[config.mk]
export PLATFORM = sky130hd
export DESIGN_NAME = pa_ramp_and_synth_cal
export DESIGN_NICKNAME = d
export VERILOG_FILES = /design/src/shape_counter.v /design/src/cycle_timer.v /design/src/pa_ramp_and_synth_cal.v
export VERILOG_INCLUDE_DIRS = /design/src
export SDC_FILE = /design/constraint.sdc
export NUM_CORES = 1
export LEC_CHECK = 0
export BUFFER_PORTS_ARGS = -buffer_cell sky130_fd_sc_hd__buf_2
export CORE_ASPECT_RATIO = 0.6
export CORE_MARGIN = 1.5
export CORE_UTILIZATION = 39
export CTS_CLUSTER_SIZE = 14
export DETAILED_ROUTE_END_ITERATION = 8
export PLACE_DENSITY_LB_ADDON = 0.05
export SLEW_MARGIN = 40
export SYNTH_ARGS = -nofsm -noshare
export SYNTH_HDL_FRONTEND = slang
export SYNTH_SLANG_ARGS = --single-unit
[constraint.sdc]
create_clock -name clk -period 3.29 [get_ports clk]
set_clock_uncertainty 0.15 [all_clocks]
set_input_delay 0.658 -clock clk [delete_from_list [all_inputs] [get_ports clk]]
set_output_delay 0.658 -clock clk [all_outputs]
set_load 0.02 [all_outputs]
[src/pa_cal_defs.vh]
// Contract
// - eight power table entries; a 3-bit index limit picks the entry in use.
// - transmit start ramps index from zero up to limit; end ramps back down.
// - amplitude keying counter counts up on one symbols, down on zeros; it indexes the table.
// - shaping counter steps at eight times the symbol rate.
// - shaping counter saturates at the index limit and at zero.
// - autocalibration select calibrates on every synth turn-on or automatic turn-off; the code also calibrates on a return to idle by the idle command.
// - calibrate strobe while idle starts a manual calibration.
// - calibration words survive the sleep modes unchanged.
// - full calibration lasts 735 us at 26 MHz reference, 796 us at 24 MHz.
// - restored calibration words allow synth turn-on in 75 or 81 us.
// - second and third calibration words serve every channel.
// - zero in third word bits [5:4] disables charge pump calibration.
// - charge pump off plus select 01: strobe calibrates VCO only, 168 or 182 us.
`ifndef PA_CAL_DEFS_VH
`define PA_CAL_DEFS_VH

`define CLK_MHZ 16'd40
`define CAL_FULL_26_US 16'd735
`define CAL_FULL_24_US 16'd796
`define CAL_VCO_26_US 16'd168
`define CAL_VCO_24_US 16'd182
`define SETTLE_26_US 16'd75
`define SETTLE_24_US 16'd81

`define REG_TABLE_LAST 5'h07
`define REG_FRONT_END 5'h08
`define REG_SEQUENCER 5'h09
`define REG_SHAPE_DIV 5'h0A
`define REG_CAL_FIRST 5'h0B
`define REG_CAL_SECOND 5'h0C
`define REG_CAL_THIRD 5'h0D
`define REG_COMMAND 5'h0E
`define REG_STATUS 5'h0F

`define LIMIT_MSB 2
`define MOD_MSB 5
`define MOD_LSB 4
`define AUTOCAL_MSB 5
`define AUTOCAL_LSB 4
`define REF_24_BIT 0
`define PUMP_EN_MSB 5
`define PUMP_EN_LSB 4
`define PUMP_RES_MSB 3
`define OOK_ZERO_ENTRY 3'h0
`define OOK_ONE_ENTRY 3'h1
`define SHAPE_FLOOR 3'h0
`define TABLE_DEPTH 8

`define MOD_FSK 2'h0
`define MOD_OOK 2'h1
`define MOD_ASK 2'h2
`define AUTOCAL_NEVER 2'h0
`define AUTOCAL_ON 2'h1
`define AUTOCAL_OFF 2'h2

`define CMD_CAL 8'h01
`define CMD_RX 8'h02
`define CMD_TX 8'h03
`define CMD_IDLE 8'h04
`define CMD_SLEEP 8'h05
`define CMD_WAKE 8'h06

`define RST_BYTE 8'h00
`define RST_FRONT_END 8'h00
`define RST_SEQUENCER 8'h00
`define RST_SHAPE_DIV 8'h00
`define RST_CAL_THIRD 8'h20

`endif

[src/shape_counter.v]
`timescale 1ns/10ps
`default_nettype none
module shape_counter (
  input wire clk, // system clock
  input wire rst_n, // synchronous reset, active low
  input wire clear, // force index to zero
  input wire tick, // step enable
  input wire up, // count direction
  input wire [2:0] limit, // saturation ceiling
  output reg [2:0] index // table index
);
  always @(posedge clk) begin
    if (!rst_n || clear) begin
      index <= 3'h0;
    end else if (tick) begin
      if (up) begin
        if (index < limit) begin
          index <= index + 3'h1;
        end else begin
          index <= limit;
        end
      end else if (index > limit) begin
        index <= limit;
      end else if (index != 3'h0) begin
        index <= index - 3'h1;
      end
    end
  end
endmodule
`default_nettype wire

[src/cycle_timer.v]
`timescale 1ns/10ps
`default_nettype none
module cycle_timer (
  input wire clk, // system clock
  input wire rst_n, // synchronous reset, active low
  input wire load, // start a new interval
  input wire abort, // stop without done
  input wire [15:0] count, // interval in cycles
  output reg busy, // interval running
  output reg done // one-cycle pulse at end
);
  reg [15:0] remain;
  always @(posedge clk) begin
    if (!rst_n || abort) begin
      remain <= 16'h0000;
      busy <= 1'b0;
      done <= 1'b0;
    end else if (load) begin
      remain <= count;
      busy <= 1'b1;
      done <= 1'b0;
    end else if (busy) begin
      remain <= remain - 16'h0001;
      done <= (remain == 16'h0002) || (remain < 16'h0002);
      busy <= (remain > 16'h0002);
    end else begin
      done <= 1'b0;
    end
  end
endmodule
`default_nettype wire

[src/pa_ramp_and_synth_cal.v]
// Chosen here: the address-and-strobe port and the register addresses.
`timescale 1ns/10ps
`default_nettype none
`include "pa_cal_defs.vh"
module pa_ramp_and_synth_cal #(
  parameter [15:0] CAL_FULL_26_CYC = `CAL_FULL_26_US * `CLK_MHZ,
  parameter [15:0] CAL_FULL_24_CYC = `CAL_FULL_24_US * `CLK_MHZ,
  parameter [15:0] CAL_VCO_26_CYC = `CAL_VCO_26_US * `CLK_MHZ,
  parameter [15:0] CAL_VCO_24_CYC = `CAL_VCO_24_US * `CLK_MHZ
) (
  input wire clk, // 40 MHz system clock
  input wire rst_n, // synchronous reset, active low
  input wire [4:0] addr, // register address
  input wire [7:0] wdata, // register write data
  input wire wr, // write strobe
  input wire rd, // read strobe
  output reg [7:0] rdata, // read data, cycle after rd
  input wire tx_data, // symbol bit being sent
  input wire tx_end, // pulse: packet finished
  input wire [7:0] cap_result, // synth capacitance result
  input wire [7:0] curr_result, // synth VCO current result
  input wire [3:0] pump_result, // synth charge pump result
  output reg [7:0] pa_level, // power setting to the amplifier
  output reg pa_enable, // amplifier on
  output reg synth_enable, // synthesizer on
  output reg cal_busy, // calibration running
  output reg cal_vco_only, // calibration skips charge pump
  output reg [7:0] cal_word_first, // calibration word to synth
  output reg [7:0] cal_word_second, // calibration word to synth
  output reg [7:0] cal_word_third, // calibration word to synth
  output reg [3:0] radio_state // sequencer state
);
  localparam [3:0] ST_IDLE = 4'h0;
  localparam [3:0] ST_CAL = 4'h1;
  localparam [3:0] ST_SETTLE = 4'h2;
  localparam [3:0] ST_RX = 4'h3;
  localparam [3:0] ST_TX = 4'h4;
  localparam [3:0] ST_RAMP = 4'h5;
  localparam [3:0] ST_SLEEP = 4'h6;
  localparam [15:0] SETTLE_26_CYC = `SETTLE_26_US * `CLK_MHZ;
  localparam [15:0] SETTLE_24_CYC = `SETTLE_24_US * `CLK_MHZ;

  reg [7:0] table_mem [0:7];
  reg [7:0] front_end_config_zero;
  reg [7:0] radio_sequencer_config_zero;
  reg [7:0] shape_div;
  reg [3:0] state;
  reg [3:0] next_state;
  reg [3:0] after_cal;
  reg [3:0] next_after_cal;
  reg [3:0] after_ramp;
  reg [3:0] next_after_ramp;
  reg cal_valid;
  reg [7:0] div_cnt;
  reg timer_load;
  reg [15:0] timer_count;
  reg start_cal;
  reg start_settle;
  wire timer_busy;
  wire timer_done;
  wire [2:0] shape_index;
  wire [2:0] power_index_limit;
  wire [1:0] mod_sel;
  wire [1:0] synth_autocalibration_select;
  wire ref_24;
  wire pump_cal_en;
  wire cmd_wr;
  wire sel_table;
  wire sel_front_end;
  wire sel_sequencer;
  wire sel_shape_div;
  wire sel_cal_first;
  wire sel_cal_second;
  wire sel_cal_third;
  reg [7:0] next_pa_level;
  wire shaping;
  wire shape_tick;
  wire shape_up;
  wire [7:0] cmd;
  reg [15:0] cal_cycles;
  reg [15:0] settle_cycles;
  integer i;

  assign power_index_limit = front_end_config_zero[`LIMIT_MSB:0];
  assign mod_sel = front_end_config_zero[`MOD_MSB:`MOD_LSB];
  assign synth_autocalibration_select = radio_sequencer_config_zero[`AUTOCAL_MSB:`AUTOCAL_LSB];
  assign ref_24 = radio_sequencer_config_zero[`REF_24_BIT];
  assign pump_cal_en = (cal_word_third[`PUMP_EN_MSB:`PUMP_EN_LSB] != 2'h0);
  assign cmd_wr = wr && (addr == `REG_COMMAND);
  assign sel_table = wr && (addr <= `REG_TABLE_LAST);
  assign sel_front_end = wr && (addr == `REG_FRONT_END);
  assign sel_sequencer = wr && (addr == `REG_SEQUENCER);
  assign sel_shape_div = wr && (addr == `REG_SHAPE_DIV);
  assign sel_cal_first = wr && (addr == `REG_CAL_FIRST);
  assign sel_cal_second = wr && (addr == `REG_CAL_SECOND);
  assign sel_cal_third = wr && (addr == `REG_CAL_THIRD);
  assign cmd = cmd_wr ? wdata : 8'h00;
  assign shaping = (state == ST_TX) || (state == ST_RAMP);

  // full calibration time depends on the reference; without pump it is shorter
  always @* begin
    if (pump_cal_en) begin
      cal_cycles = ref_24 ? CAL_FULL_24_CYC : CAL_FULL_26_CYC;
    end else begin
      cal_cycles = ref_24 ? CAL_VCO_24_CYC : CAL_VCO_26_CYC;
    end
    settle_cycles = ref_24 ? SETTLE_24_CYC : SETTLE_26_CYC;
  end

  // shaping tick: shape_div+1 clocks, software sets it to an eighth of a symbol
  assign shape_tick = shaping && (div_cnt == shape_div);
  always @(posedge clk) begin
    if (!rst_n || !shaping || shape_tick) begin
      div_cnt <= 8'h00;
    end else begin
      div_cnt <= div_cnt + 8'h01;
    end
  end

  // ramp up while sending, down at the end; amplitude keying follows the bits
  assign shape_up = (state == ST_TX) && ((mod_sel == `MOD_ASK) ? tx_data : 1'b1);

  shape_counter u_shape (
    .clk(clk),
    .rst_n(rst_n),
    .clear(!shaping),
    .tick(shape_tick),
    .up(shape_up),
    .limit(power_index_limit),
    .index(shape_index)
  );

  cycle_timer u_timer (
    .clk(clk),
    .rst_n(rst_n),
    .load(timer_load),
    .abort(cmd == `CMD_IDLE),
    .count(timer_count),
    .busy(timer_busy),
    .done(timer_done)
  );

  always @* begin
    next_state = state;
    next_after_cal = after_cal;
    next_after_ramp = after_ramp;
    start_cal = 1'b0;
    start_settle = 1'b0;
    case (state)
      ST_IDLE: begin
        if (cmd == `CMD_CAL) begin
          start_cal = 1'b1;
          next_after_cal = ST_IDLE;
        end else if ((cmd == `CMD_RX) || (cmd == `CMD_TX)) begin
          next_after_cal = (cmd == `CMD_RX) ? ST_RX : ST_TX;
          if (synth_autocalibration_select == `AUTOCAL_ON) begin
            start_cal = 1'b1;
          end else begin
            start_settle = 1'b1;
          end
        end else if (cmd == `CMD_SLEEP) begin
          next_state = ST_SLEEP;
        end
      end
      ST_CAL: begin
        if (cmd == `CMD_IDLE) begin
          next_state = ST_IDLE;
        end else if (timer_done) begin
          next_state = after_cal;
        end
      end
      ST_SETTLE: begin
        if (cmd == `CMD_IDLE) begin
          next_state = ST_IDLE;
        end else if (timer_done) begin
          next_state = after_cal;
        end
      end
      ST_RX: begin
        if (cmd == `CMD_TX) begin
          next_state = ST_TX;
        end else if (cmd == `CMD_IDLE) begin
          if (synth_autocalibration_select == `AUTOCAL_OFF) begin
            start_cal = 1'b1;
            next_after_cal = ST_IDLE;
          end else begin
            next_state = ST_IDLE;
          end
        end
      end
      ST_TX: begin
        if ((cmd == `CMD_RX) || (cmd == `CMD_IDLE) || tx_end) begin
          next_state = ST_RAMP;
          next_after_ramp = (cmd == `CMD_RX) ? ST_RX : ST_IDLE;
        end
      end
      ST_RAMP: begin
        if (shape_index == `SHAPE_FLOOR) begin
          if (after_ramp == ST_RX) begin
            next_state = ST_RX;
          end else if (synth_autocalibration_select == `AUTOCAL_OFF) begin
            start_cal = 1'b1;
            next_after_cal = ST_IDLE;
          end else begin
            next_state = ST_IDLE;
          end
        end
      end
      ST_SLEEP: begin
        // calibration words are left untouched while asleep
        if (cmd == `CMD_WAKE) begin
          next_state = ST_IDLE;
        end
      end
      default: begin
        next_state = ST_IDLE;
      end
    endcase
    if (start_cal) begin
      next_state = ST_CAL;
    end else if (start_settle) begin
      next_state = ST_SETTLE;
    end
  end

  always @(posedge clk) begin
    if (!rst_n) begin
      state <= ST_IDLE;
      after_cal <= ST_IDLE;
      after_ramp <= ST_IDLE;
      timer_load <= 1'b0;
      timer_count <= 16'h0000;
    end else begin
      state <= next_state;
      after_cal <= next_after_cal;
      after_ramp <= next_after_ramp;
      timer_load <= start_cal || start_settle;
      timer_count <= start_cal ? cal_cycles : settle_cycles;
    end
  end

  // register writes; a calibration finishing in the same cycle wins
  always @(posedge clk) begin
    if (!rst_n) begin
      for (i = 0; i < `TABLE_DEPTH; i = i + 1) begin
        table_mem[i] <= `RST_BYTE;
      end
      front_end_config_zero <= `RST_FRONT_END;
      radio_sequencer_config_zero <= `RST_SEQUENCER;
      shape_div <= `RST_SHAPE_DIV;
      cal_word_first <= `RST_BYTE;
      cal_word_second <= `RST_BYTE;
      cal_word_third <= `RST_CAL_THIRD;
      cal_valid <= 1'b0;
    end else begin
      if (sel_table) begin
        table_mem[addr[2:0]] <= wdata;
      end
      if (sel_front_end) begin
        front_end_config_zero <= wdata;
      end
      if (sel_sequencer) begin
        radio_sequencer_config_zero <= wdata;
      end
      if (sel_shape_div) begin
        shape_div <= wdata;
      end
      if ((state == ST_CAL) && timer_done) begin
        cal_word_first <= cap_result;
        cal_word_second <= curr_result;
        if (pump_cal_en) begin
          cal_word_third <= {cal_word_third[7:`PUMP_RES_MSB+1], pump_result};
        end
        cal_valid <= 1'b1;
      end else begin
        // restored words make the synth usable without calibrating
        if (sel_cal_first) begin
          cal_word_first <= wdata;
          cal_valid <= 1'b1;
        end
        if (sel_cal_second) begin
          cal_word_second <= wdata;
        end
        if (sel_cal_third) begin
          cal_word_third <= wdata;
        end
      end
    end
  end

  always @(posedge clk) begin
    if (!rst_n) begin
      rdata <= 8'h00;
    end else if (rd) begin
      if (addr <= `REG_TABLE_LAST) begin
        rdata <= table_mem[addr[2:0]];
      end else begin
        case (addr)
          `REG_FRONT_END: rdata <= front_end_config_zero;
          `REG_SEQUENCER: rdata <= radio_sequencer_config_zero;
          `REG_SHAPE_DIV: rdata <= shape_div;
          `REG_CAL_FIRST: rdata <= cal_word_first;
          `REG_CAL_SECOND: rdata <= cal_word_second;
          `REG_CAL_THIRD: rdata <= cal_word_third;
          `REG_STATUS: rdata <= {shape_index, cal_valid, state};
          default: rdata <= 8'h00;
        endcase
      end
    end else begin
      rdata <= 8'h00;
    end
  end

  // power entry for the next cycle; on-off keying bypasses the shaping counter in the transmit state only
  always @* begin
    if (!shaping) begin
      next_pa_level = 8'h00;
    end else if ((mod_sel == `MOD_OOK) && (state == ST_TX)) begin
      next_pa_level = tx_data ? table_mem[`OOK_ONE_ENTRY] : table_mem[`OOK_ZERO_ENTRY];
    end else begin
      next_pa_level = table_mem[shape_index];
    end
  end

  // output stage
  always @(posedge clk) begin
    if (!rst_n) begin
      pa_level <= 8'h00;
      pa_enable <= 1'b0;
      synth_enable <= 1'b0;
      cal_busy <= 1'b0;
      cal_vco_only <= 1'b0;
      radio_state <= ST_IDLE;
    end else begin
      pa_level <= next_pa_level;
      pa_enable <= shaping;
      synth_enable <= (state == ST_CAL) || (state == ST_SETTLE) || (state == ST_RX) || shaping;
      cal_busy <= (state == ST_CAL) && timer_busy;
      cal_vco_only <= (state == ST_CAL) && !pump_cal_en;
      radio_state <= state;
    end
  end
endmodule
`default_nettype wire

==> impl_results.md <==
* Worst stage delay on the critical path at ~0.58 ns
* Drt total wl at 29.9 mm
* Dpl hpwl at around 22 mm
* Clock Path Buffers at 2
* Reg with most FFs: table_mem
* Total track usage at 24.8%
* Setup repair after global routing missed its margin: false
* Initial DRC count at approximately 740
* Setup crit end kind: flop
* Commonest cells after routing, fill and taps aside: dfxtp_1 (122), nor2_1 (107), buf_2 (86)
* Pre-CTS setup slack at 0.251 ns
* # port buffers at 86
* Mean Syn Cell Area at about 10 sq um
* Max-cap violations at 0
* Top flop regs: table_mem (64), u_timer.remain (16), timer_count (10)
* Initial cell density of the core at 40.2%
* Initial antenna violation count at 0
* Global-route wire length before repair at 44.9 mm
* Post-synth EDFFs at 64
* Power density over the cells at between 400 and 500 mW/mm^2
* Area growth syn-to-layout at 15.6%
* Leakage at ~4 nW
* Post-synth ARST share at 0%
* Hold violation count in the final report at 0
* WL per Instance at between 20 and 25 microns
* Nets at about 1000
* R2R Setup Slk at roughly 0.44 ns
* # resized after CTS at 0
* Chip width at 204 microns
* RR Startpoint: state[1]
* Headroom to the max-slew limit at 51.0%
* Commonest non-fill, non-tap cell in the layout: dfxtp_1
* # clock sinks at 187
* CP max FO at 8
* Fin util at between 40% and 50%
* R2R cell count at 7
* Diodes inserted at 0
* DRT Pass-1 Iters at 5
* Pwr Total at between 5 and 6 mW
* Worst-skew pair later-pin latency at 0.44 ns
* Grt met2 use at approximately 30%
* Io pins at between 80 and 90
* Distinct cells, synth at 77
* Largest net degree at the start of global routing at 37
* GR Util met3 at approximately 5.3%
* Gpl congestion at around 0.91
* Ys flop type: dfxtp_1
* Die area at 0.0251 sq mm
* Tcrit/Tclk final at between 80 and 90%
* Overflow after GRT at 0
* Final worst setup slack at between 0.4 and 0.5 ns
* Register area share after synthesis at between 40 and 50%
* Std-Cell Rows at 43
* Global route hottest layer: met1
* Vias in the first global route at approximately 6800
* Max reg flops at 64
* Max-slew violation count at 0
* Tmin final at about 2.8 ns
* Status: finished, final reports clean
* Clk pin slew, worst setup/hold paths at approximately 0.07 ns
* DRC at 0
* Setup bufs post-CTS at 0
* Worst hold margin at about 0.32 ns
* M1 GR Usage at about 42%
* Fmax at 351 MHz
* Cells along the critical path: nor3b_1 > buf_4 > nand3_1 > or4_1 > a31o_2 > or3_1 > a31oi_1
* Syn nets at 948
* Hold WC Path Type: reg2reg
* Core Region at around 0.023 sq mm
* WP data required at ~3.5 ns
* Routed vias at about 7400
* Clk root buf: clkbuf_16
* H-Tree Depth at 4
* Slew @ Worst Pin at approximately 0.73 ns
* Warnings from Yosys at 0
* Gate count of the mapped netlist at 897
* Setup_tns at 0 ns
* WP data arrival at approximately 3 ns
* Layout cell share with drive strength beyond 1 at between 20% and 30%
* Overall die height at 123 microns
* Clock buffer count from CTS at 17
* Register area at around 0.0044 sq mm
* CP Launch Type: flop
* Worst hold stages at 2
* # setup viols final at 0
* Min-Delay Startpoint: front_end_config_zero[7]
* CP Class: reg2reg
* Cts hold-fix bufs at 0
* Worst vdd ir at 0.344 mV
* Area of the multi-input gates at 0.00464 sq mm
* Post-synthesis instance area at between 0.009 and 0.01 sq mm
* Fill cell count at between 2000 and 2500
* Number of synthesized register bits at roughly 190
* Antenna viol nets, final at 0
* CP max stage cell: or4_1
* CTS tree: built
* Via/cell ratio at roughly 5.6
* WHS Endpoint: front_end_config_zero[7]
[power by group]
part	leakage (nW)	switching, mW	total, mW	internal (mW)
registers	1.60	0.0833	2.56	2.47
logic	2.24	0.418	0.709	0.291
clock network	0.263	0.953	2.07	1.12
total	4.11	1.45	5.34	3.89
[synth_stat cells, types with 7 or more instances]
| master | count | area share (%) |
|---|---|---|
| and2_1 | 61 | 4.1 |
| nand2_1 | 54 | 2.2 |
| ha_1 | 12 | 1.6 |
| xnor2_1 | 13 | 1.2 |
| mux2i_1 | 54 | 5.7 |
| nand3_1 | 22 | 1.2 |
| a22oi_1 | 10 | 0.80 |
| mux2_2 | 9 | 1.1 |
| nor2_1 | 107 | 4.3 |
| nor4_1 | 8 | 0.53 |
| clkbuf_8 | 8 | 1.2 |
| mux4_2 | 32 | 7.7 |
| nand2b_1 | 7 | 0.47 |
| o21ai_0 | 14 | 0.74 |
| inv_1 | 18 | 0.72 |
| edfxtp_1 | 64 | 20 |
| a31oi_1 | 8 | 0.53 |
| nor2b_1 | 11 | 0.73 |
| and3_1 | 9 | 0.60 |
| clkbuf_1 | 38 | 1.5 |
| a211oi_1 | 36 | 2.9 |
| dfxtp_1 | 123 | 26 |
| nor3_1 | 26 | 1.4 |
| a21oi_1 | 30 | 1.6 |
| xor2_1 | 17 | 1.6 |
[layout make-up]
| class | count | share of cell area, % |
|---|---|---|
| Multi-Input combinational cell | 631 | 42.6 |
| Inverter | 19 | 0.655 |
| Sequential cell | 187 | 40.3 |
| Timing Repair Buffer | 138 | 7.54 |
| Clock inverter | 14 | 1.36 |
| Tap cell | 315 | 3.62 |
| Clock buffer | 18 | 3.94 |
[worst max path at each step]
stage / depth (start not counted) / endpoint / slack, ns / from
2_1_floorplan: 7 / state[2] / 0.64 / wdata[2]
3_3_place_gp: 7 / state[2] / 0.30 / wdata[4]
3_5_place_dp: 8 / state[2] / 0.25 / wdata[0]
4_1_cts: 7 / flop / 0.49 / state[1]
5_1_grt: 7 / flop / 0.36 / state[1]
6_report: 7 / flop / 0.44 / state[1]
[critical path: cells and delay by family, from the launching register on]
kind | cells | cell delay, ns
simple gates | 4 | 1.36
compound gates | 2 | 0.58
flops | 1 | 0.45
buf+inv | 1 | 0.20
[per-layer routing]
layer | part of all wire [%] | up-vias
li1 | - | 3468
met1 | 56 | 3609
met2 | 36 | 258
met3 | 6.9 | 26
met4 | 1.2 | 0
met5 | 0 | -
[per-stage QoR]
| step | cell area [sq um] | std cells |
|---|---|---|
| global route | 10900 | 1322 |
| CTS | 10900 | 1322 |
| global placement | 10300 | 1290 |
| finish | 10900 | 1322 |
| detailed placement | 10300 | 1290 |
| floorplan | 9410 | 897 |
[cells by family after synthesis]
logic type | share of synthesized area (%)
simple gates | 19.6
mux | 14.5
flops | 46.6
xor+xnor | 2.79
other cells | 0.0398
fa+ha+maj | 1.59
buf+inv | 4.24
compound gates | 10.7
No activity file was read; power rests on OpenSTA's default activity.
